<file path="src/cesp_regs.vh">
// Constants for the configuration store programmer
`ifndef CESP_REGS_VH
`define CESP_REGS_VH

// Store geometry
`define CESP_WORDS        32
`define CESP_WORD_W       16
`define CESP_DATA_BITS    512
`define CESP_SUM_W        21
`define CESP_CMD_W        12
`define CESP_OP_W         5
`define CESP_CNT_W        10

// Supply-line levels presented to the external driver
`define CESP_LVL_OFF      2'h0
`define CESP_LVL_IDLE     2'h1
`define CESP_LVL_ONE      2'h2
`define CESP_LVL_ZERO     2'h3

// Fixed command frames (bit 0 sent first)
`define CESP_CMD_WR_PSI   12'h204
`define CESP_CMD_RD_PSI   12'h108

// Timing, in nanoseconds
`define CESP_CLK_NS       25
`define CESP_T_PHASE_NS   20000
`define CESP_T_ENTRY_NS   200000
`define CESP_T_OFF_NS     1000000
`define CESP_T_WDOG_NS    12000000

// Timer width
`define CESP_TMR_W        24

`endif

</file>
<file path="src/cesp_buf2.v">
// Two-entry valid/ready buffer carrying words toward the link
`default_nettype none

module cesp_buf2 #(
  parameter W = 16
) (
  input  wire         sys_clk,
  input  wire         reset,
  input  wire         in_valid,
  output wire         in_ready,
  input  wire [W-1:0] in_data,
  output wire         out_valid,
  input  wire         out_ready,
  output wire [W-1:0] out_data
);

  reg [W-1:0] mem_r [0:1];
  reg         wp_r;
  reg         rp_r;
  reg [1:0]   cnt_r;
  wire        push;
  wire        pop;

  assign in_ready  = (cnt_r != 2'h2);
  assign out_valid = (cnt_r != 2'h0);
  assign out_data  = mem_r[rp_r];
  assign push      = in_valid & in_ready;
  assign pop       = out_valid & out_ready;

  always @(posedge sys_clk) begin
    if (reset) begin
      wp_r  <= 1'b0;
      rp_r  <= 1'b0;
      cnt_r <= 2'h0;
    end else begin
      if (push) begin
        wp_r <= ~wp_r;
      end
      if (pop) begin
        rp_r <= ~rp_r;
      end
      if (push & ~pop) begin
        cnt_r <= cnt_r + 2'h1;
      end else if (pop & ~push) begin
        cnt_r <= cnt_r - 2'h1;
      end
    end
  end

  always @(posedge sys_clk) begin
    if (push) begin
      mem_r[wp_r] <= in_data;
    end
  end

endmodule

`default_nettype wire

</file>
<file path="src/cesp_host.v">
// Programmer that writes and reads the configuration store over its pins
`include "cesp_regs.vh"
`default_nettype none

// Summary of operation
// - Raise supply to idle level to enter
// - Enter between 200 us and 12 ms
// - One is high level, zero low
// - Bit 20 us, idle 20 us between
// - Five opcode, two address, mirrored opcode
// - Finish session before watchdog expiry (code aborts at T_WDOG_CYC and sets timeout; 545 bits need about 21.8 ms)
// - Pins: enable, clock, data, address/readback
// - Enable pin high before supply applied (code sets it on the same edge as the idle supply level)
// - Active and inactive phases 20 us each
// - Drop supply after write before reading
// - Command, 512 data bits LSB first, checksum
// - Fixed frame for write on mode pin
// - Each read clock gives next stored bit
// - Fixed frame for readback on mode pin
// - Checksum is 21-bit sum of words
module cesp_host #(
  parameter T_ENTRY_CYC = (`CESP_T_ENTRY_NS + `CESP_CLK_NS - 1) / `CESP_CLK_NS,
  parameter T_OFF_CYC   = (`CESP_T_OFF_NS + `CESP_CLK_NS - 1) / `CESP_CLK_NS,
  parameter T_WDOG_CYC  = `CESP_T_WDOG_NS / `CESP_CLK_NS
) (
  input  wire                    sys_clk,
  input  wire                    reset,
  // User side
  input  wire                    start,
  input  wire                    op_read,
  input  wire                    pin_mode,
  input  wire [`CESP_OP_W-1:0]   opcode,
  input  wire                    addr_bit,
  input  wire                    wr_valid,
  output wire                    wr_ready,
  input  wire [`CESP_WORD_W-1:0] wr_data,
  output reg                     rd_valid,
  output reg  [`CESP_WORD_W-1:0] rd_data,
  output reg  [`CESP_SUM_W-1:0]  rd_sum,
  output reg                     rd_sum_ok,
  output reg                     busy,
  output reg                     done,
  output reg                     timeout,
  // Device pins
  output reg  [1:0]              supply_level,
  output reg                     programming_enable_pin,
  output reg                     first_general_pin_o,
  output reg                     second_general_pin_o,
  output reg                     third_general_pin_o,
  output reg                     third_general_pin_oe,
  input  wire                    third_general_pin_i
);

  localparam PHASE_CYC = (`CESP_T_PHASE_NS + `CESP_CLK_NS - 1) / `CESP_CLK_NS;

  localparam S_IDLE  = 7'h01;
  localparam S_PWR   = 7'h02;
  localparam S_CMD   = 7'h04;
  localparam S_WDATA = 7'h08;
  localparam S_RDATA = 7'h10;
  localparam S_OFF   = 7'h20;
  localparam S_DONE  = 7'h40;

  reg  [6:0]              state_r;
  reg  [6:0]              state_nxt;
  reg  [`CESP_TMR_W-1:0]  tmr_r;
  reg  [`CESP_TMR_W-1:0]  wdog_r;
  reg                     act_r;
  reg  [`CESP_CNT_W-1:0]  bit_r;
  reg  [`CESP_CMD_W-1:0]  cmd_r;
  reg  [`CESP_WORD_W-1:0] sh_r;
  reg  [`CESP_SUM_W-1:0]  sum_r;
  reg                     bitv_r;
  reg                     pin_r;
  reg                     rd_r;
  reg                     sync1_r;
  reg                     sync2_r;
  wire                    buf_valid;
  wire [`CESP_WORD_W-1:0] buf_data;
  reg                     buf_take;
  wire                    phase_end;
  wire [`CESP_CNT_W-1:0]  rd_idx;

  // Mirrored command frame, bit 0 sent first
  function [`CESP_CMD_W-1:0] mk_cmd;
    input [`CESP_OP_W-1:0] op;
    input                  a;
    begin
      mk_cmd = {op[0], op[1], op[2], op[3], op[4], a, a, op};
    end
  endfunction

  function [`CESP_SUM_W-1:0] add_word;
    input [`CESP_SUM_W-1:0]  s;
    input [`CESP_WORD_W-1:0] w;
    begin
      add_word = s + {{(`CESP_SUM_W-`CESP_WORD_W){1'b0}}, w};
    end
  endfunction

  cesp_buf2 #(
    .W (`CESP_WORD_W)
  ) u_buf (
    .sys_clk   (sys_clk),
    .reset     (reset),
    .in_valid  (wr_valid),
    .in_ready  (wr_ready),
    .in_data   (wr_data),
    .out_valid (buf_valid),
    .out_ready (buf_take),
    .out_data  (buf_data)
  );

  // ---------------------------------------------------------------
  // Read-back pin synchroniser
  // ---------------------------------------------------------------
  always @(posedge sys_clk) begin
    if (reset) begin
      sync1_r <= 1'b0;
      sync2_r <= 1'b0;
    end else begin
      sync1_r <= third_general_pin_i;
      sync2_r <= sync1_r;
    end
  end

  assign phase_end = (tmr_r == {`CESP_TMR_W{1'b0}});
  assign rd_idx    = bit_r - {{(`CESP_CNT_W-1){1'b0}}, 1'b1};

  // Word boundary in write stream needs a buffered word
  always @* begin
    buf_take = 1'b0;
    if (state_r == S_WDATA && phase_end && !act_r && bit_r[3:0] == 4'hF &&
        bit_r < `CESP_DATA_BITS) begin
      buf_take = 1'b1;
    end
  end

  // ---------------------------------------------------------------
  // State machine
  // ---------------------------------------------------------------
  always @* begin
    state_nxt = state_r;
    case (state_r)
      S_IDLE: begin
        if (start) begin
          state_nxt = S_PWR;
        end
      end
      S_PWR: begin
        if (phase_end) begin
          state_nxt = S_CMD;
        end
      end
      S_CMD: begin
        if (phase_end && act_r && bit_r == `CESP_CMD_W - 1) begin
          state_nxt = rd_r ? S_RDATA : S_WDATA;
        end
      end
      S_WDATA: begin
        if (phase_end && !act_r && bit_r == `CESP_DATA_BITS + `CESP_SUM_W) begin
          state_nxt = S_OFF;
        end
      end
      S_RDATA: begin
        if (phase_end && !act_r && bit_r == `CESP_DATA_BITS + `CESP_SUM_W + 1) begin
          state_nxt = S_OFF;
        end
      end
      S_OFF: begin
        if (phase_end) begin
          state_nxt = S_DONE;
        end
      end
      S_DONE: begin
        state_nxt = S_IDLE;
      end
      default: begin
        state_nxt = S_IDLE;
      end
    endcase
    if ((state_r & (S_CMD | S_WDATA | S_RDATA)) != 7'h00 && wdog_r == T_WDOG_CYC) begin
      state_nxt = S_OFF;
    end
  end

  // Bit to send in the current active phase
  always @* begin
    bitv_r = 1'b0;
    if (state_r == S_CMD) begin
      bitv_r = cmd_r[bit_r[3:0]];
    end else if (bit_r < `CESP_DATA_BITS) begin
      bitv_r = sh_r[0];
    end else begin
      bitv_r = sum_r[bit_r - `CESP_DATA_BITS];
    end
  end

  always @(posedge sys_clk) begin
    if (reset) begin
      state_r                <= S_IDLE;
      tmr_r                  <= {`CESP_TMR_W{1'b0}};
      wdog_r                 <= {`CESP_TMR_W{1'b0}};
      act_r                  <= 1'b0;
      bit_r                  <= {`CESP_CNT_W{1'b0}};
      cmd_r                  <= {`CESP_CMD_W{1'b0}};
      sh_r                   <= {`CESP_WORD_W{1'b0}};
      sum_r                  <= {`CESP_SUM_W{1'b0}};
      pin_r                  <= 1'b0;
      rd_r                   <= 1'b0;
      rd_valid               <= 1'b0;
      rd_data                <= {`CESP_WORD_W{1'b0}};
      rd_sum                 <= {`CESP_SUM_W{1'b0}};
      rd_sum_ok              <= 1'b0;
      busy                   <= 1'b0;
      done                   <= 1'b0;
      timeout                <= 1'b0;
      supply_level           <= `CESP_LVL_OFF;
      programming_enable_pin <= 1'b0;
      first_general_pin_o    <= 1'b0;
      second_general_pin_o   <= 1'b0;
      third_general_pin_o    <= 1'b0;
      third_general_pin_oe   <= 1'b0;
    end else begin
      state_r  <= state_nxt;
      rd_valid <= 1'b0;
      done     <= 1'b0;
      if (!phase_end) begin
        tmr_r <= tmr_r - {{(`CESP_TMR_W-1){1'b0}}, 1'b1};
      end
      if ((state_r & (S_CMD | S_WDATA | S_RDATA)) != 7'h00) begin
        wdog_r <= wdog_r + {{(`CESP_TMR_W-1){1'b0}}, 1'b1};
      end
      case (state_r)
        S_IDLE: begin
          if (start) begin
            busy    <= 1'b1;
            timeout <= 1'b0;
            pin_r   <= pin_mode;
            rd_r    <= op_read;
            wdog_r  <= {`CESP_TMR_W{1'b0}};
            bit_r   <= {`CESP_CNT_W{1'b0}};
            act_r   <= 1'b0;
            sum_r   <= {`CESP_SUM_W{1'b0}};
            cmd_r   <= mk_cmd(opcode, addr_bit);
            tmr_r   <= T_ENTRY_CYC[`CESP_TMR_W-1:0];
            if (pin_mode) begin
              programming_enable_pin <= 1'b1;
            end
            // Address level stands on the third pin during the command
            third_general_pin_o  <= addr_bit;
            third_general_pin_oe <= 1'b1;
            supply_level <= `CESP_LVL_IDLE;
          end
        end
        S_PWR: begin
          if (phase_end) begin
            tmr_r <= PHASE_CYC[`CESP_TMR_W-1:0];
          end
        end
        S_CMD, S_WDATA, S_RDATA: begin
          if (phase_end) begin
            tmr_r <= PHASE_CYC[`CESP_TMR_W-1:0];
            if (!act_r) begin
              // Bit presented after the previous read clock, settled by now
              if (state_r == S_RDATA && bit_r != {`CESP_CNT_W{1'b0}}) begin
                if (rd_idx < `CESP_DATA_BITS) begin
                  sh_r <= {sync2_r, sh_r[`CESP_WORD_W-1:1]};
                  if (rd_idx[3:0] == 4'hF) begin
                    rd_data  <= {sync2_r, sh_r[`CESP_WORD_W-1:1]};
                    rd_valid <= 1'b1;
                    sum_r    <= add_word(sum_r, {sync2_r, sh_r[`CESP_WORD_W-1:1]});
                  end
                end else if (rd_idx < `CESP_DATA_BITS + `CESP_SUM_W) begin
                  rd_sum <= {sync2_r, rd_sum[`CESP_SUM_W-1:1]};
                end else begin
                  rd_sum_ok <= (rd_sum == sum_r) & ~sync2_r;
                end
              end
              if (state_nxt != state_r) begin
                act_r <= 1'b0;
              end else if (state_r == S_WDATA && bit_r[3:0] == 4'h0 &&
                           bit_r < `CESP_DATA_BITS && !buf_valid) begin
                tmr_r <= {`CESP_TMR_W{1'b0}};
              end else begin
                act_r <= 1'b1;
                if (state_r == S_WDATA && bit_r[3:0] == 4'h0 && bit_r < `CESP_DATA_BITS) begin
                  sh_r  <= buf_data;
                  sum_r <= add_word(sum_r, buf_data);
                end
                if (pin_r && state_r != S_RDATA) begin
                  second_general_pin_o <= (state_r == S_CMD) ? cmd_r[bit_r[3:0]] :
                                          (bit_r[3:0] == 4'h0 && bit_r < `CESP_DATA_BITS) ?
                                          buf_data[0] : bitv_r;
                  first_general_pin_o  <= 1'b1;
                end else if (pin_r) begin
                  first_general_pin_o <= 1'b1;
                end else if (state_r == S_RDATA) begin
                  supply_level <= `CESP_LVL_ONE;
                end else begin
                  supply_level <= ((state_r == S_WDATA && bit_r[3:0] == 4'h0 &&
                                    bit_r < `CESP_DATA_BITS) ? buf_data[0] : bitv_r) ?
                                  `CESP_LVL_ONE : `CESP_LVL_ZERO;
                end
              end
            end else begin
              act_r               <= 1'b0;
              supply_level        <= `CESP_LVL_IDLE;
              first_general_pin_o <= 1'b0;
              bit_r <= (state_nxt != state_r) ? {`CESP_CNT_W{1'b0}} :
                       bit_r + {{(`CESP_CNT_W-1){1'b0}}, 1'b1};
              if (state_r == S_WDATA && bit_r < `CESP_DATA_BITS) begin
                sh_r <= {1'b0, sh_r[`CESP_WORD_W-1:1]};
              end
              // Release the third pin so the store can answer on it
              if (state_r == S_CMD && state_nxt == S_RDATA) begin
                third_general_pin_oe <= 1'b0;
              end
            end
          end
        end
        S_OFF: begin
          if (state_r != state_nxt || tmr_r == {`CESP_TMR_W{1'b0}}) begin
            tmr_r <= T_OFF_CYC[`CESP_TMR_W-1:0];
          end
          supply_level           <= `CESP_LVL_OFF;
          programming_enable_pin <= 1'b0;
          first_general_pin_o    <= 1'b0;
          second_general_pin_o   <= 1'b0;
          third_general_pin_oe   <= 1'b0;
          act_r                  <= 1'b0;
          if (wdog_r == T_WDOG_CYC) begin
            timeout <= 1'b1;
          end
        end
        S_DONE: begin
          busy <= 1'b0;
          done <= 1'b1;
        end
        default: begin
          busy <= 1'b0;
        end
      endcase
      if (state_nxt == S_OFF && state_r != S_OFF) begin
        tmr_r <= T_OFF_CYC[`CESP_TMR_W-1:0];
        if (wdog_r == T_WDOG_CYC) begin
          timeout <= 1'b1;
        end
      end
    end
  end

endmodule

`default_nettype wire

</file>
<file path="config.mk">
export PLATFORM = sky130hd
export DESIGN_NAME = cesp_host
export DESIGN_NICKNAME = d
export VERILOG_FILES = /design/src/cesp_buf2.v /design/src/cesp_host.v
export VERILOG_INCLUDE_DIRS = /design/src /design/src/src
export SDC_FILE = /design/constraint.sdc
export NUM_CORES = 1
export LEC_CHECK = 0
export ABC_AREA = 1
export BUFFER_PORTS_ARGS = -buffer_cell sky130_fd_sc_hd__buf_2
export CAP_MARGIN = 10
export CORE_MARGIN = 4
export CORE_UTILIZATION = 50
export DETAILED_ROUTE_END_ITERATION = 8
export PLACE_DENSITY_LB_ADDON = 0.08
export SLEW_MARGIN = 25
export SYNTH_ARGS = -nofsm -noshare
export SYNTH_HDL_FRONTEND = slang
export SYNTH_SLANG_ARGS = --single-unit
</file>
<file path="constraint.sdc">
create_clock -name sys_clk -period 3.75 [get_ports sys_clk]
set_clock_uncertainty 0.05 [all_clocks]
set_input_delay 0.75 -clock sys_clk [delete_from_list [all_inputs] [get_ports sys_clk]]
set_output_delay 0.75 -clock sys_clk [all_outputs]
set_load 0.02 [all_outputs]
</file>
==> results of run 1 <==
registers in the layout, summed over array words and instances, names as in the netlist, 2 cells and up, named ones only:
| signal | flops |
|---|---|
| u_buf.mem_r | 32 |
| tmr_r | 24 |
| wdog_r | 24 |
| rd_sum | 21 |
| sum_r | 21 |
| rd_data | 16 |
| sh_r | 16 |
| bit_r | 10 |
| state_r | 7 |
| cmd_r | 6 |
| supply_level | 2 |
| u_buf.cnt_r | 2 |
how the worst min path moves through the flow:
stage,start,endpoint,slack (ps),cells after the start
CTS,sync1_r,sync2_r,380,2
detailed placement,sync1_r,sync2_r,370,2
global placement,sync1_r,sync2_r,390,2
finish,sync1_r,sync2_r,370,2
floorplan,sync1_r,sync2_r,340,2
global route,sync1_r,sync2_r,390,2
critical path: cells and delay by family, from the launching register on:
kind,cells,cell delay [ps]
DFF,1,380
and+or+nand+nor,11,1850
adders and majority gates,1,160
buffers and inverters,2,210
AOI/OAI and AO/OA,2,360
power by group:
| group | internal [mW] | leakage (nW) | switching [mW] |
|---|---|---|---|
| Clock | 0.959 | 0.309 | 0.986 |
| Combinational | 0.391 | 3.80 | 0.771 |
| Sequential | 2.28 | 1.64 | 0.0961 |
through the flow:
step / hold slack, ps / cells
floorplan: 338 / 1678
global placement: 389 / 2047
detailed placement: 369 / 2047
CTS: 385 / 2079
global route: 393 / 2079
finish: 372 / 2079
per-layer routing:
layer	part of all wire, %	up-vias	GRT usage (%)
met4	2.7	0	8.43
met5	0	-	0
met1	47	5371	38.4
met3	6.5	66	3.59
li1	-	5833	-
met2	44	416	41.4
cell families (layout without fill, tap and decap cells):
group	count (synthesis)	in the layout	share of synthesized area (%)
compound gates	423	423	19.3
xor+xnor	65	65	4.76
fa+ha+maj	44	44	4.73
buf+inv	242	324	8.00
flops	198	198	35.8
mux	17	17	1.59
simple gates	689	689	25.8
final cells by class:
class,count,area (sq um),area share (%)
Clock buffer,18,450,3.38
Clock inverter,14,190,1.43
Inverter,187,704,5.28
Multi-Input combinational cell,1238,6720,50.4
Sequential cell,198,4280,32.1
Tap cell,319,399,2.99
Timing Repair Buffer,105,593,4.44
placed cells by master, fill, tap and decap left out, types with 6 or more instances in the layout:
cell type / n
mux2_2: 16
xor2_1: 40
edfxtp_1: 32
nand2_1: 301
inv_2: 8
o21ai_0: 160
inv_1: 177
nor4_1: 6
a21oi_1: 173
nand4_1: 27
o22ai_1: 19
nand3_1: 91
a31oi_1: 9
nor3_1: 34
buf_2: 78
nor2_2: 21
clkbuf_16: 18
a211oi_1: 6
nor2_4: 10
buf_4: 27
nor2_1: 176
dfxtp_1: 166
xnor2_1: 25
o21ai_1: 8
a221oi_1: 6
ha_1: 42
clkinv_8: 6
o211ai_1: 20
==> results.yml, run 1 <==
run_status:
  status: "finished, final reports clean"
worst_setup_path:
  crit_arrival_ps: 3420
  required_ps: 4070
  endpoint_kind: "flip-flop"
  crit_top_cell: "nand2_1"
  rr_startpoint: "bit_r[0]"
  path_class: "flip-flop to flip-flop"
  reg2reg_slack_ps: 650
  worstSetupStartpoint: "bit_r[0]"
  max_stage_delay_ps: 500
  rr_endpoint: "sum_r[5]"
  crit_path_end: "sum_r[5]"
  reg2regPathDepth: 16
  crit_fanout: 9
  cp_cell_sequence: "inv_1 -> ha_1 -> nand2_1 -> nor3b_1 -> nand2_1 -> nand2_1 -> nand2_1 -> nand3_1 -> nand2_1 -> inv_1 -> nand3_1 -> nor2_4 -> nand2_2 -> o211ai_1 -> nand3_1 -> a21oi_1"
  startpoint_type: "flip-flop"
  slowest_stage: "nor3b_1"
sta:
  hold_viol_final: 0
  rsz0062_at_grt: "no"
  tightest_slew_ps: 794
  finalMaxSlewViolations: 0
  slew_headroom_pct: 45.7
  worst_slack_ps: 654
  fin_crit_sh_pct: 82.6
  min_period_ps: 3100
  setup_tns_ps: 0
  timing.fmax_mhz: 323
  setup_viol: 0
global_route:
  gr-total-overflow: 0
  grt_max_degree: 54
  grt_use_total_pct: 26.6
  antenna_found_initial: 0
  grt_pass1_vias: 10777
  grt_pass1_wl_mm: 56.7
yosys:
  synthTopCellsByCount: "301 x nand2_1, 178 x inv_1, 177 x nor2_1"
  synth_edf_count: 32
  synth_area_leaders: "dfxtp_1 28%, nand2_1 9.4%, edfxtp_1 8.0%, a21oi_1 7.2%, o21ai_0 6.7%"
  ys_seq_area_share_pct: 35.8
  yosysWarnings: 0
  yosysTopAreaCell: "dfxtp_1"
  synth_area_sq_mm: 0.0120
  syn_inst: 1678
  synth_ff_type: "dfxtp_1"
  postSynthAreaPerCell_sq_um: 7.13
  synth_nets: 1751
  async_reset_ff_share_pct: 0
  yosys.cell_count.top_type: "nand2_1"
  ys_ff_latch: 198
  synth_cell_type_count: 58
  netlist.area_leader.share_pct: 27.8
floorplanning:
  die_area_sq_mm: 0.0265
  die_x_microns: 163
  start_util_pct: 51.0
  ioPinCount: 79
  core_area_sq_mm: 0.0235
  die_h_microns: 163
  rows: 56
clock_network:
  ctsHoldBuffers: 0
  tritoncts: "done"
  numCtsBuffers: 17
  cts_setup_buffers: 0
  cts_root_buf: "clkbuf_16"
  ctsResizeCount: 0
  clock-sinks: 198
  path_clk_slew_ps: 80
  cts_max_path_buffers: 2
  worst_skew_pair.late_latency_ps: 460
  htree_levels: 4
final_layout:
  area_growth_syn_to_layout_pct: 11.6
  final_util_pct: 56.8
  fin_nets: 1820
  antenna_cells: 0
  final_layout_size_suffix_gt1_share_pct: 11.9
  stdcell_area_sq_mm: 0.0133
  fillers: 2284
place:
  portBuffers: 78
  place_ws_ps: 773
  hpwl_mm: 26.5
  place_area_sq_mm: 0.0127
  gp_congestion: 0.985
power_and_ir_drop:
  power_density_mw_per_mm2: 411
  power.total_mw: 5.48
  leakage_nw: 5.75
  ir_drop_v: 0.000245
worst_hold_path:
  hold_class: "flip-flop to flip-flop"
detailed_routing:
  wl_mm: 34.8
  drtPass1Iterations: 7
  drt.antenna.violating_nets: 0
  vias: 11686
  viasPerCell: 5.62
  initialDrtViolationCount: 1081
  wl_per_cell_microns: 16.8
  drc: 0
run:
  max_cap_viol_count: 0
Power figures use the tool's default switching activity.
==> run 2, diff against run 1 <==
clock period = 2.7 ns   (was 3.75 ns; I/O delays follow)
==> run 2 against run 1 <==
Net effect:
- power up 48%
- sequential power rose by 39%
- combinational power rose by 93%
- wire length rose by 8.6%
- non-clock buffer count increased by 139
- worst hold slack got worse by 150 ps
- cell area grew 13%
- critical path depth shrank 2
- cell count rose by 6.7%
- clock power rose by 32%
- clock-buffer cell count grew 1
- flip-flop and latch count did not move
- critical path type unchanged
==> results.yml, run 2 (same netlist as run 1, synthesis figures left out) <==
floorplanning:
  die_area_sq_mm: 0.0265
  core_area_sq_mm: 0.0235
  ioPinCount: 79
  rows: 56
  die_x_microns: 163
  start_util_pct: 51.0
  die_h_microns: 163
final_layout:
  fillers: 2119
  stdcell_area_sq_mm: 0.0151
  area_growth_syn_to_layout_pct: 26.0
  layout_common_cells: "278 x nand2_1, 171 x inv_1, 162 x nor2_1"
  fin_nets: 1960
  final_layout_size_suffix_gt1_share_pct: 23.8
  largest_registers: "u_buf.mem_r x32, tmr_r x24, wdog_r x24"
  largest_register_ffs: 32
  largest_register: "u_buf.mem_r"
  antenna_cells: 0
  multiInputGateArea_sq_mm: 0.00725
  ff_latch_area_sq_mm: 0.00430
  final_common_cell: "nand2_1"
worst_hold_path:
  hold_class: "input port to flip-flop"
worst_setup_path:
  required_ps: 2940
  endpoint_kind: "flip-flop"
  startpoint_type: "flip-flop"
  crit_fanout: 6
  path_class: "flip-flop to flip-flop"
  crit_arrival_ps: 2910
clock_network:
  path_clk_slew_ps: 90
  cts_root_buf: "clkbuf_16"
  cts_max_path_buffers: 2
  clock-sinks: 198
  htree_levels: 4
  numCtsBuffers: 17
  tritoncts: "done"
  worst_skew_pair.late_latency_ps: 450
global_route:
  gr-total-overflow: 0
  grt_max_degree: 70
  grt_use_total_pct: 27.3
  grt_pass1_vias: 11086
  grt_pass1_wl_mm: 58.4
  antenna_found_initial: 0
power_and_ir_drop:
  power_density_mw_per_mm2: 538
  leakage_nw: 6.56
  ir_drop_v: 0.000379
  power.total_mw: 8.11
detailed_routing:
  drt.antenna.violating_nets: 0
  drc: 0
  wl_mm: 37.8
  wl_per_cell_microns: 17.1
  drtPass1Iterations: 5
  vias: 12315
  initialDrtViolationCount: 1143
  viasPerCell: 5.55
sta:
  worst_slack_ps: 29.4
  fin_crit_sh_pct: 98.9
  hold_viol_final: 0
  timing.fmax_mhz: 374
  tightest_slew_ps: 741
  slew_headroom_pct: 50.6
  setup_tns_ps: 0
  whs_ps: 226
  rsz0062_at_grt: "yes"
  setup_viol: 0
  finalMaxSlewViolations: 0
  min_period_ps: 2670
place:
  gp_congestion: 0.969
  hpwl_mm: 27.4
  portBuffers: 78
  place_ws_ps: -37.8
  place_area_sq_mm: 0.0136
run:
  max_cap_viol_count: 0
run_status:
  status: "finished, final reports clean"
[run 2: critical path: stages, from the launching register on]
cell and delay, ps:
dfxtp_4 410, clkbuf_16 160, mux2_2 360, ha_1 390, nand2_1 90, nor2_1 230, nand3_1 170, nand2_2 120
nand2_2 60, nand2_2 80, nand3_2 60, nand4_1 90, nand3_1 90, nand3_1 90, a21oi_1 60
[run 2: final timing paths]
path | endpoint | cells past startpoint | slack [ps] | start
worst max-delay path | sum_r[18] | 14 | 30 | flip-flop
worst min-delay path | u_buf.mem_r[1][13] | 1 | 230 | wr_data[13]
worst max register to register | sum_r[18] | 14 | 30 | flip-flop
worst min register to register | sync2_r | 2 | 400 | sync1_r
[run 2: through the flow]
stage          instances  utilization (%)
2_1_floorplan       1678                -
3_3_place_gp        2154             57.9
3_5_place_dp        2154             57.9
4_1_cts             2187             60.6
5_1_grt             2219             64.2
6_report            2219             64.2
[run 2: final cells by class]
cell class / count / area share, %
inverter: 187 / 4.71
tap: 319 / 2.65
multi-input combinational: 1239 / 48.1
sequential: 198 / 28.5
clock inverter: 13 / 0.872
timing repair buffer: 244 / 12.1
clock buffer: 19 / 3.01
[run 2: timing repair]
action / in CTS / in global routing
gates cloned: 0 / 6
pin swaps: 1 / 35
buffers inserted: 1 / 26
hold buffers: 0 / 0
resized for setup: 8 / 141
endpoints found under the setup margin: 14 / 94
[run 2: per-layer routing]
| metal | routed length, microns | vias to the layer above | global-route usage [%] | share of wire, % |
|---|---|---|---|---|
| li1 | - | 6099 | - | - |
| met1 | 17700 | 5718 | 40.2 | 47 |
| met2 | 16800 | 442 | 42.4 | 44 |
| met3 | 2660 | 56 | 4.15 | 7.0 |
| met4 | 661 | 0 | 6.33 | 1.7 |
| met5 | 0 | - | 0 | 0 |
[run 2: power breakdown]
part	internal [mW]	leakage (nW)	switching [mW]	total [mW]
clock network	1.29	0.279	1.29	2.57
registers	3.17	1.65	0.126	3.29
logic	0.944	4.63	1.30	2.24
